[src/verilog/bmu_pkg.sv]
// constants, op codes and carrier types of the bit-manipulation unit
// Behaviour
// - set, clear, invert, test take bit number from immediate or register low three bits
// - inverse carry operations take bit number from the immediate field only
// - bit set forces selected operand bit to one and writes the byte back
// - bit clear forces selected operand bit to zero and writes the byte back
// - bit invert complements selected operand bit and writes the byte back
// - bit test loads zero flag with complement of selected bit, operand unchanged
// - carry-AND: carry becomes carry AND selected bit
// - carry-AND-inverse: carry becomes carry AND inverted selected bit
// - carry-OR: carry becomes carry OR selected bit
// - carry-OR-inverse: carry becomes carry OR inverted selected bit
// - carry-XOR: carry becomes carry XOR selected bit
// - carry-XOR-inverse: carry becomes carry XOR inverted selected bit
// - bit load copies selected bit into carry
// - inverted bit load copies inverted selected bit into carry
// - bit store writes carry into selected bit
// - inverted bit store writes inverted carry into selected bit
package bmu_pkg;

  localparam int unsigned BMU_DATA_W = 8;
  localparam int unsigned BMU_IDX_W  = 3;
  localparam int unsigned BMU_OP_W   = 4;

  // operation select from the instruction decoder
  typedef enum logic [BMU_OP_W-1:0] {
    BMU_BIT_SET_OP            = 4'h0,
    BMU_BIT_CLEAR_OP          = 4'h1,
    BMU_BIT_INVERT_OP         = 4'h2,
    BMU_BIT_TEST_OP           = 4'h3,
    BMU_CARRY_AND_BIT_OP      = 4'h4,
    BMU_CARRY_AND_INV_BIT_OP  = 4'h5,
    BMU_CARRY_OR_BIT_OP       = 4'h6,
    BMU_CARRY_OR_INV_BIT_OP   = 4'h7,
    BMU_CARRY_XOR_BIT_OP      = 4'h8,
    BMU_CARRY_XOR_INV_BIT_OP  = 4'h9,
    BMU_BIT_TO_CARRY_OP       = 4'ha,
    BMU_INV_BIT_TO_CARRY_OP   = 4'hb,
    BMU_CARRY_TO_BIT_OP       = 4'hc,
    BMU_INV_CARRY_TO_BIT_OP   = 4'hd
  } bmu_op_type;

  typedef struct packed {
    logic                  valid;
    bmu_op_type            op;
    logic                  idx_from_reg;
    logic [BMU_IDX_W-1:0]  imm_idx;
    logic [BMU_DATA_W-1:0] idx_reg;
    logic [BMU_DATA_W-1:0] operand;
    logic                  carry_in;
  } bmu_req_type;

  typedef struct packed {
    logic                  done;
    logic                  write_en;
    logic [BMU_DATA_W-1:0] result;
    logic                  carry_we;
    logic                  carry_out;
    logic                  zero_we;
    logic                  zero_out;
    logic                  illegal;
  } bmu_rsp_type;

  localparam bmu_rsp_type BMU_RSP_RST = '0;

endpackage : bmu_pkg

[src/verilog/bmu_core.sv]
// bit-manipulation datapath: one registered result per request
`timescale 1ns/100ps
module bmu_core
  import bmu_pkg::*;
(
  input  wire logic        clk_sys,
  input  wire logic        sys_rst,
  input  wire bmu_req_type req,
  output      bmu_rsp_type rsp
);

  typedef struct packed {
    bmu_rsp_type rsp;
  } bmu_state_type;

  bmu_state_type st_q;
  bmu_state_type st_d;

  logic [BMU_IDX_W-1:0]  sel;
  logic                  inv_op;
  logic                  bit_v;
  logic [BMU_DATA_W-1:0] mask;

  ////////////////////////////////////////////////////////////////////////////
  // decode

  // inverse-carry forms carry no register field, so a register select is refused
  assign inv_op = (req.op == BMU_CARRY_AND_INV_BIT_OP) || (req.op == BMU_CARRY_OR_INV_BIT_OP)
               || (req.op == BMU_CARRY_XOR_INV_BIT_OP) || (req.op == BMU_INV_BIT_TO_CARRY_OP)
               || (req.op == BMU_INV_CARRY_TO_BIT_OP);

  // register low three bits only; upper bits ignored
  assign sel = req.idx_from_reg ? req.idx_reg[BMU_IDX_W-1:0] : req.imm_idx;

  generate
    for (genvar i = 0; i < BMU_DATA_W; i++)
    begin : g_mask
      assign mask[i] = (sel == BMU_IDX_W'(i));
    end
  endgenerate

  assign bit_v = req.operand[sel];

  ////////////////////////////////////////////////////////////////////////////
  // next state

  always_comb
  begin
    st_d             = '0;
    st_d.rsp.result  = req.operand;
    st_d.rsp.done    = req.valid;
    if (req.valid && inv_op && req.idx_from_reg)
    begin
      st_d.rsp.illegal = 1'h1;
    end
    else if (req.valid)
    begin
      case (req.op)
        BMU_BIT_SET_OP:
        begin
          st_d.rsp.result   = req.operand | mask;
          st_d.rsp.write_en = 1'h1;
        end
        BMU_BIT_CLEAR_OP:
        begin
          st_d.rsp.result   = req.operand & ~mask;
          st_d.rsp.write_en = 1'h1;
        end
        BMU_BIT_INVERT_OP:
        begin
          st_d.rsp.result   = req.operand ^ mask;
          st_d.rsp.write_en = 1'h1;
        end
        BMU_BIT_TEST_OP:
        begin
          st_d.rsp.zero_we  = 1'h1;
          st_d.rsp.zero_out = ~bit_v;
        end
        BMU_CARRY_AND_BIT_OP:
        begin
          st_d.rsp.carry_we  = 1'h1;
          st_d.rsp.carry_out = req.carry_in & bit_v;
        end
        BMU_CARRY_AND_INV_BIT_OP:
        begin
          st_d.rsp.carry_we  = 1'h1;
          st_d.rsp.carry_out = req.carry_in & ~bit_v;
        end
        BMU_CARRY_OR_BIT_OP:
        begin
          st_d.rsp.carry_we  = 1'h1;
          st_d.rsp.carry_out = req.carry_in | bit_v;
        end
        BMU_CARRY_OR_INV_BIT_OP:
        begin
          st_d.rsp.carry_we  = 1'h1;
          st_d.rsp.carry_out = req.carry_in | ~bit_v;
        end
        BMU_CARRY_XOR_BIT_OP:
        begin
          st_d.rsp.carry_we  = 1'h1;
          st_d.rsp.carry_out = req.carry_in ^ bit_v;
        end
        BMU_CARRY_XOR_INV_BIT_OP:
        begin
          st_d.rsp.carry_we  = 1'h1;
          st_d.rsp.carry_out = req.carry_in ^ ~bit_v;
        end
        BMU_BIT_TO_CARRY_OP:
        begin
          st_d.rsp.carry_we  = 1'h1;
          st_d.rsp.carry_out = bit_v;
        end
        BMU_INV_BIT_TO_CARRY_OP:
        begin
          st_d.rsp.carry_we  = 1'h1;
          st_d.rsp.carry_out = ~bit_v;
        end
        BMU_CARRY_TO_BIT_OP:
        begin
          st_d.rsp.result   = (req.operand & ~mask) | (req.carry_in ? mask : '0);
          st_d.rsp.write_en = 1'h1;
        end
        BMU_INV_CARRY_TO_BIT_OP:
        begin
          st_d.rsp.result   = (req.operand & ~mask) | (req.carry_in ? '0 : mask);
          st_d.rsp.write_en = 1'h1;
        end
        default:
        begin
          st_d.rsp.illegal = 1'h1;
        end
      endcase
    end
  end

  always_ff @(posedge clk_sys)
  begin
    if (sys_rst)
    begin
      st_q.rsp <= BMU_RSP_RST;
    end
    else
    begin
      st_q <= st_d;
    end
  end

  assign rsp = st_q.rsp;

  ////////////////////////////////////////////////////////////////////////////
  // checks

  property p_set_bit;
    @(posedge clk_sys) disable iff (sys_rst)
    (req.valid && req.op == BMU_BIT_SET_OP)
      |=> (rsp.write_en && rsp.result == ($past(req.operand) | $past(mask)));
  endproperty
  a_set_bit: assert property (p_set_bit) else $error("bit set wrong");

  property p_clear_bit;
    @(posedge clk_sys) disable iff (sys_rst)
    (req.valid && req.op == BMU_BIT_CLEAR_OP)
      |=> (rsp.result[$past(sel)] == 1'h0 && rsp.write_en);
  endproperty
  a_clear_bit: assert property (p_clear_bit) else $error("bit clear wrong");

  property p_invert_bit;
    @(posedge clk_sys) disable iff (sys_rst)
    (req.valid && req.op == BMU_BIT_INVERT_OP)
      |=> (rsp.result[$past(sel)] != $past(bit_v));
  endproperty
  a_invert_bit: assert property (p_invert_bit) else $error("bit invert wrong");

  property p_test_bit;
    @(posedge clk_sys) disable iff (sys_rst)
    (req.valid && req.op == BMU_BIT_TEST_OP)
      |=> (rsp.zero_we && rsp.zero_out == !$past(bit_v) && !rsp.write_en);
  endproperty
  a_test_bit: assert property (p_test_bit) else $error("bit test wrong");

  property p_reg_index;
    @(posedge clk_sys) disable iff (sys_rst)
    (req.valid && req.op == BMU_BIT_TEST_OP && req.idx_from_reg)
      |=> (rsp.zero_out == !$past(req.operand[req.idx_reg[BMU_IDX_W-1:0]]));
  endproperty
  a_reg_index: assert property (p_reg_index) else $error("register index wrong");

  property p_inv_reg_refused;
    @(posedge clk_sys) disable iff (sys_rst)
    (req.valid && inv_op && req.idx_from_reg)
      |=> (rsp.illegal && !rsp.carry_we && !rsp.write_en);
  endproperty
  a_inv_reg_refused: assert property (p_inv_reg_refused) else $error("inverse op took reg");

  property p_carry_and;
    @(posedge clk_sys) disable iff (sys_rst)
    (req.valid && req.op == BMU_CARRY_AND_BIT_OP)
      |=> (rsp.carry_we && rsp.carry_out == ($past(req.carry_in) & $past(bit_v)));
  endproperty
  a_carry_and: assert property (p_carry_and) else $error("carry and wrong");

  property p_carry_xor_inv;
    @(posedge clk_sys) disable iff (sys_rst)
    (req.valid && req.op == BMU_CARRY_XOR_INV_BIT_OP && !req.idx_from_reg)
      |=> (rsp.carry_out == ($past(req.carry_in) ^ !$past(bit_v)));
  endproperty
  a_carry_xor_inv: assert property (p_carry_xor_inv) else $error("carry xor inv wrong");

  property p_store_carry;
    @(posedge clk_sys) disable iff (sys_rst)
    (req.valid && req.op == BMU_CARRY_TO_BIT_OP)
      |=> (rsp.result[$past(sel)] == $past(req.carry_in));
  endproperty
  a_store_carry: assert property (p_store_carry) else $error("carry store wrong");

  property p_load_bit;
    @(posedge clk_sys) disable iff (sys_rst)
    (req.valid && req.op == BMU_BIT_TO_CARRY_OP)
      |=> (rsp.carry_we && rsp.carry_out == $past(bit_v) && !rsp.write_en);
  endproperty
  a_load_bit: assert property (p_load_bit) else $error("bit load wrong");

  property p_store_inv_carry;
    @(posedge clk_sys) disable iff (sys_rst)
    (req.valid && req.op == BMU_INV_CARRY_TO_BIT_OP && !req.idx_from_reg)
      |=> (rsp.write_en && rsp.result[$past(sel)] == !$past(req.carry_in));
  endproperty
  a_store_inv_carry: assert property (p_store_inv_carry) else $error("inv store wrong");

  property p_keep_others;
    @(posedge clk_sys) disable iff (sys_rst)
    (req.valid && !req.idx_from_reg)
      |=> ((rsp.result & ~$past(mask)) == ($past(req.operand) & ~$past(mask)));
  endproperty
  a_keep_others: assert property (p_keep_others) else $error("other bits changed");

endmodule : bmu_core

[config.mk]
export PLATFORM = sky130hd
export DESIGN_NAME = bmu_core
export DESIGN_NICKNAME = d
export VERILOG_FILES = /design/src/verilog/bmu_pkg.sv /design/src/verilog/bmu_core.sv
export SDC_FILE = /design/constraint.sdc
export NUM_CORES = 1
export LEC_CHECK = 0
export ABC_AREA = 1
export CAP_MARGIN = 20
export CORE_ASPECT_RATIO = 0.75
export CORE_UTILIZATION = 30
export DETAILED_ROUTE_END_ITERATION = 10
export DONT_BUFFER_PORTS = 1
export PLACE_DENSITY_LB_ADDON = 0.25
export SYNTH_ARGS = -nofsm -noshare
export SYNTH_HDL_FRONTEND = slang
export SYNTH_SLANG_ARGS = --single-unit
[constraint.sdc]
create_clock -name clk_sys -period 2.1 [get_ports clk_sys]
set_clock_uncertainty 0.2 [all_clocks]
set_input_delay 0.105 -clock clk_sys [delete_from_list [all_inputs] [get_ports clk_sys]]
set_output_delay 0.105 -clock clk_sys [all_outputs]
set_load 0.1 [all_outputs]
==> results of run 1 <==
## critical path: stages
cell	delay, ps
dlygate4sd3_1	610
nand2_2	80
nor2_2	100
inv_1	80
o21ai_2	60
nand4_1	150
a21oi_1	160
dlygate4sd3_1	560
## metal layers
metal,vias up,part of all wire (%)
li1,707,-
met1,558,54
met2,35,38
met3,5,6.4
met4,0,1.4
met5,-,0
## cells in the mapped netlist
master,n
nand2_1,37
nand3_4,1
nand3_1,12
a211oi_1,4
nand2_4,4
nor2_4,1
ha_1,16
clkbuf_1,1
dfxtp_1,15
nand3_2,2
nor3_1,4
nor2_2,1
o22ai_1,8
inv_1,31
nand4_1,2
o21ai_0,10
a211oi_2,3
buf_2,1
o21ai_2,3
inv_2,2
nand2_2,4
xor2_1,1
nor2_1,19
a21oi_1,11
o21ai_1,1
buf_6,1
## how the worst max path moves through the flow
stage | start | endpoint | slack [ps] | cells past startpoint
finish | req[23] | rsp[0]$_SDFF_PP0_ | 170 | 8
detailed placement | req[20] | rsp[5]$_SDFF_PP0_ | 270 | 11
global route | req[23] | rsp[0]$_SDFF_PP0_ | 80 | 8
CTS | req[23] | rsp[0]$_SDFF_PP0_ | 200 | 8
global placement | req[20] | rsp[5]$_SDFF_PP0_ | 290 | 11
floorplan | req[20] | rsp[6]$_SDFF_PP0_ | 490 | 11
## cell type report
class	instances	area [um2]
timing repair buffer	33	292.8
multi-input combinational	144	890.9
sequential	15	300.3
tap	55	68.82
fill	474	2432
clock buffer	4	45.04
inverter	33	123.9
## through the flow
step | cell area (um2) | instances | total power [W]
after global routing | 1722 | 284 | 0.0009454
after global placement | 1496 | 262 | 0.0006432
after detailed placement | 1496 | 262 | 0.0006473
final | 1722 | 284 | 0.0008895
after CTS | 1722 | 284 | 0.0008962
after floorplan | 1335 | 195 | 0.0005944
## kinds of logic after synthesis
logic type      count (synthesis)  share of synthesized area (%)
flops                          15                          22.49
compound gates                 40                          19.03
xor+xnor                        1                         0.6562
simple gates                   87                          32.05
fa+ha+maj                      16                          15.00
buf+inv                        36                          10.78
## power by group through the flow
stage	Combinational (W)	Sequential [W]	Clock, W
2_1_floorplan	0.000165	0.000429	0
6_report	0.000367	0.000305	0.000217
4_1_cts	0.000368	0.000305	0.000223
3_3_place_gp	0.000332	0.000311	0
3_5_place_dp	0.000336	0.000311	0
5_1_grt	0.000397	0.000306	0.000242
## timing repair
| action | 4_1_cts | 5_1_grt |
|---|---|---|
| setup buffers | 0 | 0 |
| hold buffers | 18 | 0 |
| hold endpoints to repair | 15 | 0 |
==> metrics.md, run 1 <==
| Metric | Value |
|---|---|
| Status | `completed` |
| Drc violations | `0` |
| Final period util | `91.93%` |
| Routed WL per cell | `11.44 um` |
| Leakage | `0.8482 nW` |
| Row cnt | `20` |
| GR peak layer | `met1` |
| Worst hold slack | `33.53 ps` |
| Yosys cell types | `26` |
| Startpoint types | `primary input` |
| Final core occ | `41.45%` |
| First-pass GRT wire length | `5016 um` |
| Post-Syn Instances | `195` |
| WHS Endpoint | `rsp[13]$_SDFF_PP0_` |
| Post-synthesis sequential area ratio | `22.49%` |
| GRT overflow | `0` |
| Clk pwr share | `24.4%` |
| Worst-margin pin slew | `462.9 ps` |
| Max cap viols | `0` |
| Share of cells above drive strength 1 | `17.03%` |
| Routed vias | `1305` |
| Hold depth | `2` |
| Met1 GRT Util | `20.82%` |
| Crit end category | `register` |
| Count of final setup violators | `0` |
| Synth Net Count | `239` |
| Tot GR Track Use | `13.86%` |
| Largest Register | `rsp` |
| CP Data Arrival Time | `1910 ps` |
| Clock sinks | `15` |
| CTS Buf Count | `3` |
| CTS tree | `built` |
| Initial cell density of the core | `32.14%` |
| Post-CTS Resized | `0` |
| Slew Viols, Final | `0` |
| Worst hold path type | `in2reg` |
| H-tree levels | `1` |
| Die Height | `59.77 um` |
| Post-synthesis cell area | `0.001335 mm2` |
| Final TNS setup | `0 ps` |
| Pre-CTS setup slack | `270.2 ps` |
| Area leader, netlist | `dfxtp_1` |
| Layout area overhead | `28.96%` |
| RSZ-0062 raised after global routing | `no` |
| I/O pin count | `43` |
| FF+latch count, synth | `15` |
| Slew headroom | `69.04%` |
| DRT iter0 DRCs | `61` |
| CTS clk-pin slew, worst paths | `50 ps` |
| Net Sw Frac | `38.64%` |
| Top Registers | `rsp x15` |
| Hold Vio Cnt, Final | `0` |
| Req. time, crit path | `2080 ps` |
| CTS Buffer Depth | `2` |
| Most common cell after layout, fill and taps aside | `nand2_1` |
| Die Width | `79.03 um` |
| Antenna violations before repair | `0` |
| Total detailed-routing wirelength | `3249 um` |
| Synth top area share | `22.49%` |
| Hpwl dp | `2518 um` |
| P_int | `0.0005458 W` |
| Routed vias/inst | `4.595` |
| Maximum number of pins on one net before global-route repair | `18` |
| Seq pwr share | `34.3%` |
| Syn Area/Cell | `6.846 um2` |
| Worst-path maximum fanout | `3` |
| Synth Warn # | `0` |
| Max VDD drop | `0.2963 mV` |
| Grt met3 use | `3.053%` |
| Length of the first detailed-routing pass in iterations | `4` |
| Layout Nets | `274` |
| Vias in the first global route | `1052` |
| CTS root buf | `clkbuf_8` |
| Diodes inserted | `0` |
| Worst setup margin | `169.5 ps` |
| NetSw | `0.0003437 W` |
| Most frequent cells in the layout | `nand2_1, inv_1, nor2_1` |
| Power share of the combinational group | `41.3%` |
| Pwr per Cell Area | `516.7 mW/mm2` |
| Gpl congestion | `0.8171` |
| Core Box Area | `0.004154 mm2` |
| Die area | `0.004724 mm2` |
| Main area contributors after synthesis | `dfxtp_1, ha_1, nand2_1` |
| Met2 Resource Use GR | `18.72%` |
| Hold_sp | `req[25]` |
| Final min period | `1930 ps` |
| Number of port buffers | `0` |
| Routed Antenna Nets | `0` |
| Max Freq | `518.0 MHz` |
| Max FFs per register | `15` |
| Critical path class | `in2reg` |
No activity file was read; power rests on OpenSTA's default activity.
==> run 2, diff against run 1 <==
--- a/config.mk
+++ b/config.mk
@@ -8,7 +8,7 @@
 export ABC_AREA = 1
 export CAP_MARGIN = 20
 export CORE_ASPECT_RATIO = 0.75
-export CORE_UTILIZATION = 30
+export CORE_UTILIZATION = 50
 export DETAILED_ROUTE_END_ITERATION = 10
 export DONT_BUFFER_PORTS = 1
 export PLACE_DENSITY_LB_ADDON = 0.25
==> run 2 against run 1 <==
Final cell count is 7.0% lower. Flip-flop and latch count stayed put. Hold slack worse by 5.3 ps. First-iteration DRC count is 41% higher. Critical path type unchanged. Cell area is 0.58% lower. Largest cell class unchanged.
==> metrics.md, run 2 (same netlist as run 1, synthesis figures left out) <==
| Metric | Value |
|---|---|
| Status | `completed` |
| Die Width | `61.67 um (-22%)` |
| Hold Vio Cnt, Final | `0 (unchanged)` |
| Gpl congestion | `0.8571 (+4.9%)` |
| CTS root buf | `clkbuf_4` |
| Cell Count Post-Placement | `241 (-8.0%)` |
| CTS clk-pin slew, worst paths | `80 ps (+30 ps)` |
| Most frequent cells in the layout | `nand2_1, inv_1, dlygate4sd3_1` |
| Slew headroom | `67.02% (-2.0 points)` |
| Clock sinks | `15 (unchanged)` |
| Layout Nets | `275 (+0.36%)` |
| Maximum number of pins on one net before global-route repair | `18 (unchanged)` |
| CTS tree | `built` |
| Core Box Area | `0.002402 mm2 (-42%)` |
| CTS Buf Count | `3 (unchanged)` |
| Max incr delay on CP | `620 ps (about the same)` |
| Share of cells above drive strength 1 | `17.83% (+0.80 points)` |
| Diodes inserted | `0 (unchanged)` |
| Final period util | `97.51% (+5.6 points)` |
| Row cnt | `15 (-25%)` |
| Routed vias/inst | `5.447 (+19%)` |
| CTS Buffer Depth | `2 (unchanged)` |
| Postcts setup bufs | `0 (unchanged)` |
| Vias in the first global route | `1264 (+20%)` |
| Routed WL per cell | `13.55 um (+18%)` |
| Most frequent CP cell | `dlygate4sd3_1` |
| Routed Antenna Nets | `0 (unchanged)` |
| Max VDD drop | `0.1971 mV (-33%)` |
| DRT iter0 DRCs | `86 (+41%)` |
| Max FFs per register | `15 (unchanged)` |
| Drc violations | `0 (unchanged)` |
| Final core occ | `71.25% (+30 points)` |
| Worst hold slack | `28.26 ps (-5.270 ps)` |
| Length of the first detailed-routing pass in iterations | `4 (unchanged)` |
| CP cell instances | `dlygate4sd3_1 > nand3_1 > dlygate4sd3_1 > a21oi_1 > dlygate4sd3_1` |
| Crit end category | `register` |
| Finished Layout Cells | `264 (-7.0%)` |
| I/O pin count | `43 (unchanged)` |
| Routed vias | `1438 (+10%)` |
| Antenna violations before repair | `0 (unchanged)` |
| Final TNS setup | `0 ps (unchanged)` |
| Tot GR Track Use | `25.32% (+11 points)` |
| Slowest CP cell | `dlygate4sd3_1` |
| First-pass GRT wire length | `5333 um (+6.3%)` |
| Most common cell after layout, fill and taps aside | `nand2_1` |
| Pwr per Cell Area | `488.9 mW/mm2 (-5.4%)` |
| Critical path class | `in2reg` |
| Layout area overhead | `28.21%` |
| Hpwl dp | `2485 um (-1.3%)` |
| Top Registers | `rsp x15` |
| Req. time, crit path | `2120 ps (+40 ps)` |
| Slew Viols, Final | `0 (unchanged)` |
| Largest Register | `rsp` |
| Worst hold path type | `in2reg` |
| Count of final setup violators | `0 (unchanged)` |
| Leakage | `0.8442 nW (-0.47%)` |
| Final min period | `2048 ps (+117.3 ps)` |
| H-tree levels | `1 (unchanged)` |
| Worst Path Buf+Inv | `3 (unchanged)` |
| Startpoint types | `primary input` |
| Max Freq | `488.3 MHz (-5.7%)` |
| Number of port buffers | `0 (unchanged)` |
| CP Data Arrival Time | `2060 ps (+150 ps)` |
| Worst-margin pin slew | `493.1 ps (+30.23 ps)` |
| Worst-path maximum fanout | `3 (unchanged)` |
| Die area | `0.002883 mm2 (-39%)` |
| GRT overflow | `0 (unchanged)` |
| Max cap viols | `0 (unchanged)` |
| Initial cell density of the core | `55.57% (+23 points)` |
| Delay-heaviest family, CP | `buffers and inverters` |
| Total detailed-routing wirelength | `3576 um (+10%)` |
| Die Height | `46.75 um (-22%)` |
## run 2: area by class of cell
type,instances,area (um2)
multi-input cells,144,915.9
fillers,207,690.7
repair buffers,34,302.8
flip-flops and latches,15,300.3
inverters,33,123.9
well taps,34,42.54
clock buffers,4,26.28
## run 2: tightest hold or removal path, delay by kind of cell
family | cells | cell delay [ps]
buffers and inverters | 1 | 50
AOI/OAI and AO/OA | 3 | 180
adders and majority gates | 1 | 120
## run 2: repair_timing
action / in CTS / in global routing
resized for setup: 0 / 5
hold buffers: 18 / 1
hold endpoints to repair: 15 / 7
endpoints found under the setup margin: 0 / 1
## run 2: path summary, 6_finish.rpt
path	cells past startpoint	to	start
max	5	rsp[0]$_SDFF_PP0_	req[25]
min	5	rsp[5]$_SDFF_PP0_	req[1]
## run 2: report_power, final
group / leakage, nW / total (W) / switching [W] / internal, W
clock network: 0.0150 / 0.000149 / 0.0000758 / 0.0000734
registers: 0.124 / 0.000304 / 0.00000403 / 0.000300
logic: 0.705 / 0.000383 / 0.000268 / 0.000115
## run 2: through the flow
step	setup slack, ps	area [um2]	total power [W]
after global routing	-10.13	1712	0.0008879
after global placement	294.3	1470	0.0006361
after CTS	70.59	1677	0.0008243
final	52.26	1712	0.0008368
after detailed placement	299.7	1470	0.0006478
after floorplan	486.9	1335	0.0005944
## run 2: metal layers
layer,vias to the layer above,wire [um],track usage [%],share of wire [%]
met5,-,0,0,0
met4,0,47,5.333,1.3
met3,6,279,4.132,7.8
met2,65,1708,44.95,48
met1,652,1540,32.78,43
li1,715,-,-,-
